[config.mk]
export PLATFORM = sky130hd
export DESIGN_NAME = serial_shift_storage_outputs
export DESIGN_NICKNAME = d
export VERILOG_FILES = /design/src/core/shift_store_pkg.sv /design/src/core/serial_shift_storage_outputs.sv /design/src/core/pin_sync.sv
export SDC_FILE = /design/constraint.sdc
export NUM_CORES = 1
export LEC_CHECK = 0
export BUFFER_PORTS_ARGS = -buffer_cell sky130_fd_sc_hd__buf_2
export CORE_MARGIN = 2
export CORE_UTILIZATION = 46
export DETAILED_ROUTE_END_ITERATION = 6
export PLACE_DENSITY = 0.78
export SYNTH_ARGS = -nofsm -noshare
export SYNTH_HDL_FRONTEND = slang
export SYNTH_SLANG_ARGS = --single-unit
[constraint.sdc]
create_clock -name core_clk -period 1.1 [get_ports core_clk]
set_input_delay 0.11 -clock core_clk [delete_from_list [all_inputs] [get_ports core_clk]]
set_output_delay 0.11 -clock core_clk [all_outputs]
set_load 0.01 [all_outputs]
[src/core/shift_store_pkg.sv]
package shift_store_pkg;
    // =====================================================================
    // Geometry and synchroniser depth.
    localparam int unsigned STAGES     = 8;
    localparam int unsigned SYNC_DEPTH = 2;
    // Reset values of the shift chain, storage register, clock edge detectors and cascade output.
    localparam logic [7:0]  CHAIN_RESET = 8'h00;
    localparam logic [7:0]  STORE_RESET = 8'h00;
    localparam logic        PIN_RESET   = 1'b0;
    // Idle level of each controller pin, in the order data, shift clock,
    // clear, storage clock, enable; synchronisers reset to these levels.
    localparam logic [4:0]  PINS_IDLE   = 5'h05;
    // Output enable value for a high-impedance pin (enable is active low).
    localparam logic [7:0]  OE_N_FLOAT  = 8'hff;
endpackage

[src/core/serial_shift_storage_outputs.sv]
// Functional notes
// - Output enable high floats all eight parallel outputs.
// - Output enable low drives each output from its storage bit.
// - Clear low zeroes every shift stage at once, overriding the clock.
// - Shift edge with clear high loads data in and moves stages along.
// - Storage edge with clear high copies the whole shift register.
// - Coincident edges store the pre-shift contents, then shift.
// - Storage register holds while shifting until the next storage edge.
// - Registers hold no defined state until cleared or loaded.
module serial_shift_storage_outputs (
    // Core clock and reset
    input  wire logic       core_clk,
    input  wire logic       rst,
    // Controller pins, asynchronous to core_clk
    input  wire logic       shift_data_in,
    input  wire logic       shift_clock,
    input  wire logic       shift_clear_n,
    input  wire logic       store_clock,
    input  wire logic       out_enable_n,
    // Three-state parallel outputs
    output logic      [7:0] par_outputs_o,
    output logic      [7:0] par_outputs_oe_n,
    // Cascade output
    output logic            cascade_out
);
    // =====================================================================
    // Pin synchronisation.
    logic [4:0] pins_s;
    logic       data_s;
    logic       sclk_s;
    logic       clr_n_s;
    logic       rclk_s;
    logic       oe_n_s;

    // Synchronisers reset to each pin's idle level, so the enable reads as
    // high and the outputs stay floating until the pin is really seen.
    pin_sync #(
        .W    (5),
        .IDLE (shift_store_pkg::PINS_IDLE)
    ) u_sync (
        .core_clk (core_clk),
        .rst      (rst),
        .pin_in   ({shift_data_in, shift_clock, shift_clear_n,
                    store_clock, out_enable_n}),
        .pin_out  (pins_s)
    );

    // Unpack the synchronised pins.
    assign {data_s, sclk_s, clr_n_s, rclk_s, oe_n_s} = pins_s;

    // =====================================================================
    // Edge detection on the sampled link clocks.
    logic sclk_d_r;
    logic sclk_d_nxt;
    logic rclk_d_r;
    logic rclk_d_nxt;
    logic shift_edge;
    logic store_edge;

    // Rising edges are found against the previous sample.
    // The detectors reset low, the idle level of both link clocks, so the
    // release of reset cannot invent an edge while the controller rests.
    // A clock level shorter than one core cycle may be missed entirely.
    always_comb begin
        sclk_d_nxt = sclk_s;
        rclk_d_nxt = rclk_s;
        shift_edge = sclk_s & ~sclk_d_r;
        store_edge = rclk_s & ~rclk_d_r;
    end

    always_ff @(posedge core_clk or posedge rst) begin
        if (rst) begin
            sclk_d_r <= shift_store_pkg::PIN_RESET;
            rclk_d_r <= shift_store_pkg::PIN_RESET;
        end else begin
            sclk_d_r <= sclk_d_nxt;
            rclk_d_r <= rclk_d_nxt;
        end
    end

    // =====================================================================
    // Shift chain and storage register.
    logic [7:0] chain_r;
    logic [7:0] chain_nxt;
    logic [7:0] store_r;
    logic [7:0] store_nxt;

    // Power-up contents are undefined on the real part; zero here keeps
    // simulation free of unknowns without claiming a usable state.
    // A pin edge acts two core cycles after it is first sampled, so the
    // registers trail the pins by about 24 ns; this bounds the link rate.
    always_comb begin
        chain_nxt = chain_r;
        store_nxt = store_r;
        // Store uses the old chain, so coincident edges behave as documented.
        if (clr_n_s && store_edge) begin
            store_nxt = chain_r;
        end
        if (!clr_n_s) begin
            chain_nxt = shift_store_pkg::CHAIN_RESET;
        end else if (shift_edge) begin
            chain_nxt = {chain_r[6:0], data_s};
        end
    end

    // Clear is level-sensitive; sampled it still wins over any shift edge.
    always_ff @(posedge core_clk or posedge rst) begin
        if (rst) begin
            chain_r <= shift_store_pkg::CHAIN_RESET;
            store_r <= shift_store_pkg::STORE_RESET;
        end else begin
            chain_r <= chain_nxt;
            store_r <= store_nxt;
        end
    end

    // =====================================================================
    // Output drivers, each straight from a flip-flop.
    logic [7:0] po_r;
    logic [7:0] po_nxt;
    logic [7:0] oe_r;
    logic [7:0] oe_nxt;
    logic       casc_r;
    logic       casc_nxt;

    // The enable gates only the pins; storage and cascade ignore it.
    // Values come from the next state, so the pins move in the same cycle
    // as the storage register rather than one cycle behind it.
    always_comb begin
        po_nxt   = store_nxt;
        oe_nxt   = oe_n_s ? shift_store_pkg::OE_N_FLOAT
                          : 8'h00;
        casc_nxt = chain_nxt[7];
    end

    always_ff @(posedge core_clk or posedge rst) begin
        if (rst) begin
            po_r   <= shift_store_pkg::STORE_RESET;
            oe_r   <= shift_store_pkg::OE_N_FLOAT;
            casc_r <= shift_store_pkg::PIN_RESET;
        end else begin
            po_r   <= po_nxt;
            oe_r   <= oe_nxt;
            casc_r <= casc_nxt;
        end
    end

    assign par_outputs_o    = po_r;
    assign par_outputs_oe_n = oe_r;
    assign cascade_out      = casc_r;

    // =====================================================================
    // Assertions.
    // Every check below except a_cascade_tail runs on the synchronised pin levels,
    // so each such one speaks about the cycle after the edge was seen, not the raw pin.
    // They are all disabled under reset, when the registers are forced.

    // The enable pin decides float or drive one cycle later.
    a_float_on_oe: assert property (
        @(posedge core_clk) disable iff (rst)
        oe_n_s |=> par_outputs_oe_n == 8'hff)
        else $error("outputs not floated while enable high");
    a_drive_on_oe: assert property (
        @(posedge core_clk) disable iff (rst)
        !oe_n_s |=> par_outputs_oe_n == 8'h00 && par_outputs_o == store_r)
        else $error("outputs not driven from storage");

    // Clear wins over shifting and leaves the storage register alone.
    a_clear_zero: assert property (
        @(posedge core_clk) disable iff (rst)
        !clr_n_s |=> chain_r == 8'h00 && cascade_out == 1'b0)
        else $error("clear did not zero chain");
    a_clear_keeps_store: assert property (
        @(posedge core_clk) disable iff (rst)
        !clr_n_s |=> $stable(store_r))
        else $error("storage changed while clear low");

    // Shift edges move the chain by one stage; with clear high, nothing else moves it.
    a_shift_step: assert property (
        @(posedge core_clk) disable iff (rst)
        clr_n_s && shift_edge |=>
        chain_r == {$past(chain_r[6:0]), $past(data_s)})
        else $error("shift step wrong");
    a_chain_hold: assert property (
        @(posedge core_clk) disable iff (rst)
        clr_n_s && !shift_edge |=> $stable(chain_r))
        else $error("chain moved without shift edge");
    a_rise_only: assert property (
        @(posedge core_clk) disable iff (rst)
        $fell(sclk_s) && clr_n_s |=> $stable(chain_r))
        else $error("falling shift clock moved chain");

    // Storage edges copy the old chain; otherwise storage holds.
    a_store_copy: assert property (
        @(posedge core_clk) disable iff (rst)
        clr_n_s && store_edge |=> store_r == $past(chain_r))
        else $error("storage copy wrong");
    a_both_edges: assert property (
        @(posedge core_clk) disable iff (rst)
        clr_n_s && store_edge && shift_edge |=>
        store_r == {$past(chain_r[7]), chain_r[7:1]})
        else $error("coincident edges stored post-shift data");
    a_store_hold: assert property (
        @(posedge core_clk) disable iff (rst)
        !(clr_n_s && store_edge) |=> $stable(store_r))
        else $error("storage changed without storage edge");

    // Cascade follows the last stage and ignores the enable.
    a_cascade_tail: assert property (
        @(posedge core_clk) disable iff (rst)
        ##1 cascade_out == chain_r[7])
        else $error("cascade not last stage");
    a_cascade_no_oe: assert property (
        @(posedge core_clk) disable iff (rst)
        $changed(oe_n_s) && clr_n_s && !shift_edge |=>
        $stable(cascade_out))
        else $error("enable change moved cascade output");

    // Main scenarios that the bench is expected to reach.
    c_shift: cover property (@(posedge core_clk) disable iff (rst)
        clr_n_s && shift_edge);
    c_store: cover property (@(posedge core_clk) disable iff (rst)
        clr_n_s && store_edge);
    c_both: cover property (@(posedge core_clk) disable iff (rst)
        clr_n_s && store_edge && shift_edge);
    c_clear: cover property (@(posedge core_clk) disable iff (rst)
        !clr_n_s ##1 clr_n_s);
    c_enable: cover property (@(posedge core_clk) disable iff (rst)
        oe_n_s ##1 !oe_n_s);
endmodule // serial_shift_storage_outputs

[src/core/pin_sync.sv]
// =========================================================================
// Two-flop synchroniser for one group of pin inputs.
module pin_sync #(
    parameter int unsigned  W    = 1,
    parameter logic [W-1:0] IDLE = '0
) (
    // Clock and reset
    input  wire logic         core_clk,
    input  wire logic         rst,
    // Asynchronous pins in, synchronised levels out
    input  wire logic [W-1:0] pin_in,
    output logic      [W-1:0] pin_out
);
    logic [W-1:0] meta_r;
    logic [W-1:0] meta_nxt;
    logic [W-1:0] sync_r;
    logic [W-1:0] sync_nxt;

    // The first stage feeds only the second stage.
    always_comb begin
        meta_nxt = pin_in;
        sync_nxt = meta_r;
    end

    // Registers settle to the pins' idle levels under reset.
    always_ff @(posedge core_clk or posedge rst) begin
        if (rst) begin
            meta_r <= IDLE;
            sync_r <= IDLE;
        end else begin
            meta_r <= meta_nxt;
            sync_r <= sync_nxt;
        end
    end

    assign pin_out = sync_r;
endmodule // pin_sync

## Word level (Yosys, flattened, before mapping)

Cells that the tools add are included.

| cells by class | value |
|---|---|
| equal/unequal tests | 1 |
| mux-type cells | 3 |
| bitwise gates (word level) | 4 |
| reduce and logical (&&, ||, !) cells | 1 |

Operators by type and width:

| operator | count |
|---|---|
| 8-bit 2-to-1 mux | 3 |
| 1-bit AND | 2 |
| 2-bit inequality test, second input constant | 1 |
| 1-bit NOT | 2 |
| 1-bit logical AND | 1 |

| word-level totals | value |
|---|---|
| bits in registers | 36 |
| input bits | 7 |
| output and inout port bits | 17 |
| word-level logic and storage cells | 17 |

## Depth between registers and ports, before layout

Gate-level depths: netlist of the first run.

| depth | value |
|---|---|
| depth in word-level cells | 4 |
| mapped depth | 4 |
| depth with buffers taken out | 3 |

## Hierarchy

From an unflattened synthesis of the first run, not the netlist that was laid out.

| second synthesis, totals | value |
|---|---|
| cells, all modules | 75 |
| area total of the unflattened synthesis | 1044.8 um^2 |

By module, submodules not included:

| module | instances | cells an instance | area each (um^2) |
|---|---|---|---|
| serial_shift_storage_outputs | 1 | 64 | 785.8 |
| pin_sync | 1 | 11 | 259.0 |

## Least setup slack after synthesis of the first run

Ideal clock, no wire load.

| path | value |
|---|---|
| path kind | reg2reg |
| start | register u_sync.sync_r[2] (netlist: u_sync.pin_out[2]) |
| end | register po_r[0] (netlist: par_outputs_o[0]) |
| setup time | 0.125 ns |
| data arrival time | 0.976 ns |
| path slack | -0.001 ns |
| cell stages (with the launch flop) | 3 |
| clock period less this slack | 1.101 ns |
| cell sequence | dfstp_2 nand3b_4 mux2_2 |

| on the way | value |
|---|---|
| cells in the longest elaborated chain, start to end | 1 |

Ends and longest elaborated chain:

| what | line | text |
|---|---|---|
| start, declared | pin_sync.sv:16 | `logic [W-1:0] sync_r;` |
| start signal, assigned | pin_sync.sv:32 | `sync_r <= sync_nxt;` |
| 1-bit logical AND | serial_shift_storage_outputs.sv:96 | `if (clr_n_s && store_edge) begin` |
| end signal, assigned | serial_shift_storage_outputs.sv:138 | `po_r <= shift_store_pkg::STORE_RESET;` |
| end signal, assigned | serial_shift_storage_outputs.sv:142 | `po_r <= po_nxt;` |
| end, declared | serial_shift_storage_outputs.sv:119 | `logic [7:0] po_r;` |

Every way passes these cells.
A chain may end at the register's enable or synchronous reset.

==> results of run 1 <==
[cells in the mapped netlist]
master | count | area, um^2
buf_4 | 7 | 52.6
nand2_1 | 16 | 60.1
a21boi_0 | 8 | 60.1
dfstp_2 | 5 | 131
buf_2 | 1 | 5.00
clkbuf_2 | 1 | 5.00
inv_1 | 1 | 3.75
nand3b_4 | 1 | 20.0
nor2b_1 | 1 | 6.26
nand2b_1 | 1 | 6.26
mux2_2 | 8 | 90.1
dfrtp_1 | 24 | 601
[cell type report]
| type | count | area (um^2) | area share (%) |
|---|---|---|---|
| Clock buffer | 8 | 58.8 | 4.62 |
| Inverter | 1 | 3.75 | 0.295 |
| Multi-Input combinational cell | 35 | 245 | 19.3 |
| Sequential cell | 29 | 732 | 57.5 |
| Tap cell | 28 | 35.0 | 2.75 |
| Timing Repair Buffer | 32 | 198 | 15.5 |
[cell families (layout without fill, tap and decap cells)]
logic type,Yosys count,after routing,synth area share (%)
DFF,29,29,70.3
muxes,8,8,8.65
and+or+nand+nor,19,19,8.90
AOI/OAI and AO/OA,8,8,5.77
buffers and inverters,10,41,6.37
[timing repair]
action                                  4_1_cts  5_1_grt
hold buffers                                  6        0
resized for setup                             0        3
endpoints found under the setup margin       16       18
hold endpoints to repair                     29        0
[per-stage QoR]
step                      setup WS [ns]  std cells
after floorplan                 0.00212         74
after global placement           0.0100        119
after detailed placement        -0.0157        119
after CTS                       -0.0608        133
after global routing             -0.101        133
final                           -0.0460        133
[worst paths after layout]
| kind | end | slack, ns | from | depth (start not counted) |
|---|---|---|---|---|
| min in group asynchronous | u_sync.meta_r[3] | 0.38 | rst | 4 |
| min | u_sync.pin_out[4] | 0.35 | u_sync.meta_r[4] | 0 |
| max | par_outputs_oe_n[4] | -0.05 | par_outputs_oe_n[6] | 1 |
| min reg2reg | u_sync.pin_out[4] | 0.35 | u_sync.meta_r[4] | 0 |
| max reg2reg | par_outputs_o[7] | -0.01 | u_sync.pin_out[2] | 2 |
| max in group asynchronous | par_outputs_oe_n[6] | 0.41 | rst | 4 |
[layer usage]
| layer | routed length [um] | track usage, % | vias to the layer above | part of all wire [%] |
|---|---|---|---|---|
| met4 | 21 | 9.21 | 0 | 1.5 |
| met3 | 105 | 8.62 | 4 | 7.3 |
| met1 | 566 | 13.1 | 291 | 39 |
| met5 | 0 | 0 | - | 0 |
| li1 | - | - | 292 | - |
| met2 | 751 | 23.7 | 19 | 52 |
[flip-flops by register name, summed over array words and instances, names as in the netlist]
register / cells
cascade_out: 1
chain_r: 7
par_outputs_o: 8
par_outputs_oe_n: 1
rclk_d_r: 1
sclk_d_r: 1
u_sync.meta_r: 5
u_sync.pin_out: 5
[power by group through the flow]
stage	Combinational [mW]	Clock [mW]	Sequential, mW
final	0.117	0.646	1.12
after global routing	0.132	0.728	1.13
after CTS	0.119	0.668	1.12
after detailed placement	0.103	0	1.14
after global placement	0.102	0	1.14
after floorplan	0.0705	0	1.14
==> flow_metrics.env, run 1 <==
export IMPL_synth_warnings=0
export IMPL_drc_errors=0
export IMPL_die_area_mm2=0.00266
export IMPL_ys_ff_latch=29
export IMPL_path_max_fanout=8
export IMPL_grt_antenna_before_repair=0
export IMPL_cts_tree="yes"
export IMPL_clkSinkCount=29
export IMPL_critPathLaunchType="register"
export IMPL_layout_common_cells="dfrtp_1, buf_2, nand2_1, mux2_2"
export IMPL_fin_skew_ns=0.00616
export IMPL_fin_ws_ns=-0.0460
export IMPL_io_buffers=23
export IMPL_p_comb_share_pct=6.2
export IMPL_critical_path_class="reg -> out"
export IMPL_nNetsFinal=111
export IMPL_area_delta_synth_final_pct=22.2
export IMPL_wl_per_cell_um=10.9
export IMPL_vdd_drop_max_uv=1080
export IMPL_h_tree_depth=2
export IMPL_p_leak_nw=0.642
export IMPL_max_stage_delay_ns=0.57
export IMPL_io_pin_count=24
export IMPL_core_area_mm2=0.00217
export IMPL_netSwitchingFraction_pct=21.6
export IMPL_fill_cells=199
export IMPL_synth_fp_nets=81
export IMPL_worstHoldPathType="reg -> reg"
export IMPL_drtIter0Drc=0
export IMPL_crit_required_ns=0.99
export IMPL_grt_usage_pct=14.3
export IMPL_layout_min_cycle_time_ns=1.15
export IMPL_die_height_um=51.6
export IMPL_first_pass_iters=1
export IMPL_max_freq_mhz=873
export IMPL_drv_slew=0
export IMPL_grt_start_max_net_pins=30
export IMPL_violations="negative setup slack"
export IMPL_ant_nets=0
export IMPL_crit_chain="buf_2"
export IMPL_hold_violations=0
export IMPL_ys_seq_area_share_pct=70.3
export IMPL_grt_setup_unrepaired="true"
export IMPL_crit_family="flip-flops"
export IMPL_tns_ns=-0.356
export IMPL_p_sw_uw=407
export IMPL_postSynthAreaPerCell_um2=14.1
export IMPL_seq_power_share_pct=59.5
export IMPL_start_util_pct=48.0
export IMPL_maxCapViolCount=0
export IMPL_worst_path_buf_inv=1
export IMPL_powerDensity_mw_per_mm2=1480
export IMPL_drt_wl_total_mm=1.44
export IMPL_insertion_delay_ns=0.32
export IMPL_vias=606
export IMPL_grt_overflow=0
export IMPL_relSlewSlack_pct=77.5
export IMPL_numCtsBuffers=5
export IMPL_grt_pass1_wl_mm=2.50
export IMPL_fp_dieW_um=51.6
export IMPL_finish_utilization_pct=58.7
export IMPL_cp_arrival_ns=1.04
export IMPL_p_clk_share_pct=34.3
export IMPL_post_cts_buffers=0
export IMPL_finalSetupViolCount=14
export IMPL_cp_end_kind="output port"
export IMPL_synth_cell_types=12
export IMPL_post_route_period_util_pct=104
export IMPL_std_cell_rows=17
export IMPL_clock_root_buffer="clkbuf_4"
export IMPL_gp_congestion=0.744
export IMPL_tightest_slew_ns=0.338
export IMPL_antenna_cells=0
export IMPL_syn_instance_count=74
export IMPL_via_per_inst=4.56
export IMPL_p_int_mw=1.48
export IMPL_holdWs_ns=0.354
export IMPL_clock_path_buffers=2
export IMPL_dpl_cell_area_mm2=0.00115
export IMPL_clk_pin_slew_ns=0.08
export IMPL_power_mw=1.88
export IMPL_layout_commonest_cell="dfrtp_1"
export IMPL_drive_above_1_share_pct=44.8
export IMPL_place_hpwl_um=928
export IMPL_status="complete, but fails checks"
export IMPL_critPathSlowestCell="dfstp_2"
export IMPL_syn_area_mm2=0.00104
export IMPL_grt_pass1_vias=629
export IMPL_fin_area_mm2=0.00127
Power figures use the tool's default switching activity.
==> run 2: changes to the inputs <==
Settings changed: CORE_ASPECT_RATIO set to 1.2.
==> flow_metrics.env, run 2 (synthesized netlist as in run 1, its figures left out) <==
export IMPL_status="complete, but fails checks"
export IMPL_violations="negative setup slack"
export IMPL_drt_wl_total_mm=1.51
export IMPL_critPathSlowestCell="dfstp_2"
export IMPL_fin_ws_ns=-0.0181
export IMPL_max_freq_mhz=894
export IMPL_vias=615
export IMPL_start_util_pct=49.7
export IMPL_dpl_cell_area_mm2=0.00116
export IMPL_grt_usage_pct=13.7
export IMPL_ant_nets=0
export IMPL_dp_slack_ns=-0.00965
export IMPL_crit_family="flip-flops"
export IMPL_tns_ns=-0.170
export IMPL_numCtsBuffers=5
export IMPL_p_comb_share_pct=6.6
export IMPL_maxCapViolCount=0
export IMPL_crit_chain="buf_2"
export IMPL_grt_setup_unrepaired="true"
export IMPL_first_pass_iters=4
export IMPL_clock_root_buffer="clkbuf_4"
export IMPL_hold_path_startpoint="u_sync.meta_r[3]"
export IMPL_layout_common_cells="dfrtp_1, buf_2, nand2_1, mux2_2"
export IMPL_grt_pass1_vias=601
export IMPL_nNetsFinal=112
export IMPL_max_stage_delay_ns=0.57
export IMPL_fp_dieW_um=47.4
export IMPL_dp_cells=122
export IMPL_insertion_delay_ns=0.30
export IMPL_clkSinkCount=29
export IMPL_drv_slew=0
export IMPL_fin_area_mm2=0.00129
export IMPL_clk_pin_slew_ns=0.07
export IMPL_fin_skew_ns=0.00657
export IMPL_gp_congestion=0.730
export IMPL_clock_path_buffers=2
export IMPL_worst_path_buf_inv=1
export IMPL_drc_errors=0
export IMPL_grt_pass1_wl_mm=2.46
export IMPL_grt_antenna_before_repair=0
export IMPL_startpoint="par_outputs_oe_n[6]"
export IMPL_via_per_inst=4.56
export IMPL_core_area_mm2=0.00209
export IMPL_worstHoldPathType="reg -> reg"
export IMPL_netSwitchingFraction_pct=20.7
export IMPL_powerDensity_mw_per_mm2=1440
export IMPL_crit_required_ns=0.99
export IMPL_p_leak_nw=0.651
export IMPL_layout_min_cycle_time_ns=1.12
export IMPL_post_route_period_util_pct=102
export IMPL_path_max_fanout=8
export IMPL_grt_overflow=0
export IMPL_h_tree_depth=2
export IMPL_critical_path_class="reg -> out"
export IMPL_antenna_cells=0
export IMPL_drive_above_1_share_pct=46.7
export IMPL_std_cell_rows=18
export IMPL_p_clk_share_pct=32.8
export IMPL_io_buffers=23
export IMPL_worstReg2RegStart="u_sync.pin_out[2]"
export IMPL_p_sw_uw=384
export IMPL_tightest_slew_ns=0.337
export IMPL_fin_cells=135
export IMPL_cp_arrival_ns=1.01
export IMPL_largest_reg_flops=8
export IMPL_grt_start_max_net_pins=30
export IMPL_layout_commonest_cell="dfrtp_1"
export IMPL_drtIter0Drc=5
export IMPL_hold_violations=0
export IMPL_seq_power_share_pct=60.6
export IMPL_area_delta_synth_final_pct=23.6
export IMPL_io_pin_count=24
export IMPL_vdd_drop_max_uv=960
export IMPL_wl_per_cell_um=11.2
export IMPL_finalSetupViolCount=15
export IMPL_cts_tree="yes"
export IMPL_finish_utilization_pct=61.4
export IMPL_relSlewSlack_pct=77.5
export IMPL_die_area_mm2=0.00266
export IMPL_critPathLaunchType="register"
export IMPL_die_height_um=56.1
export IMPL_cp_end_kind="output port"
export IMPL_p_int_mw=1.47
export IMPL_post_cts_buffers=0
==> run 2: changes by cell type in the layout (fill, tap and decap cells not counted), sizes merged <==
cell	delta
buf	+1
clkbuf	-1
==> run 2: power groups by stage <==
stage,logic (mW),clock network (mW),registers [mW]
finish,0.122,0.607,1.12
global placement,0.102,0,1.14
detailed placement,0.105,0,1.14
floorplan,0.0705,0,1.14
global route,0.135,0.682,1.13
CTS,0.121,0.642,1.12
==> run 2: worst paths after layout <==
check / end / slack [ns] / cells past startpoint
max: par_outputs_oe_n[3] / -0.02 / 1
max reg2reg: par_outputs_o[1] / -0.01 / 2
min: u_sync.pin_out[3] / 0.35 / 0
max in group asynchronous: u_sync.meta_r[0] / 0.39 / 4
min in group asynchronous: rclk_d_r / 0.41 / 4
min reg2reg: u_sync.pin_out[3] / 0.35 / 0
==> run 2: what timing repair did <==
item | CTS | global route
hold buffers | 6 | 0
setup endpoints to repair | 16 | 20
gates cloned | 0 | 0
resized for setup | 0 | 5
hold endpoints to repair | 29 | 0
==> run 2: cell type report <==
| type | instances | area [um^2] |
|---|---|---|
| Clock buffer | 7 | 55.1 |
| Sequential cell | 29 | 732 |
| Tap cell | 30 | 37.5 |
| Inverter | 1 | 3.75 |
| Multi-Input combinational cell | 35 | 253 |
| Fill cell | 173 | 808 |
| Timing Repair Buffer | 33 | 205 |
==> run 2: layer usage <==
metal / up-vias / global-route usage, % / part of all wire (%)
li1: 294 / - / -
met1: 300 / 15.2 / 39
met2: 19 / 20.1 / 54
met3: 2 / 6.82 / 5.8
met4: 0 / 8.33 / 1.1
met5: - / 0 / 0
==> run 2: metrics by stage <==
| step | power, mW | hold WS, ns |
|---|---|---|
| finish | 1.85 | 0.351 |
| floorplan | 1.21 | 0.114 |
| global route | 1.94 | 0.356 |
| global placement | 1.24 | 0.179 |
| CTS | 1.88 | 0.355 |
| detailed placement | 1.25 | 0.193 |
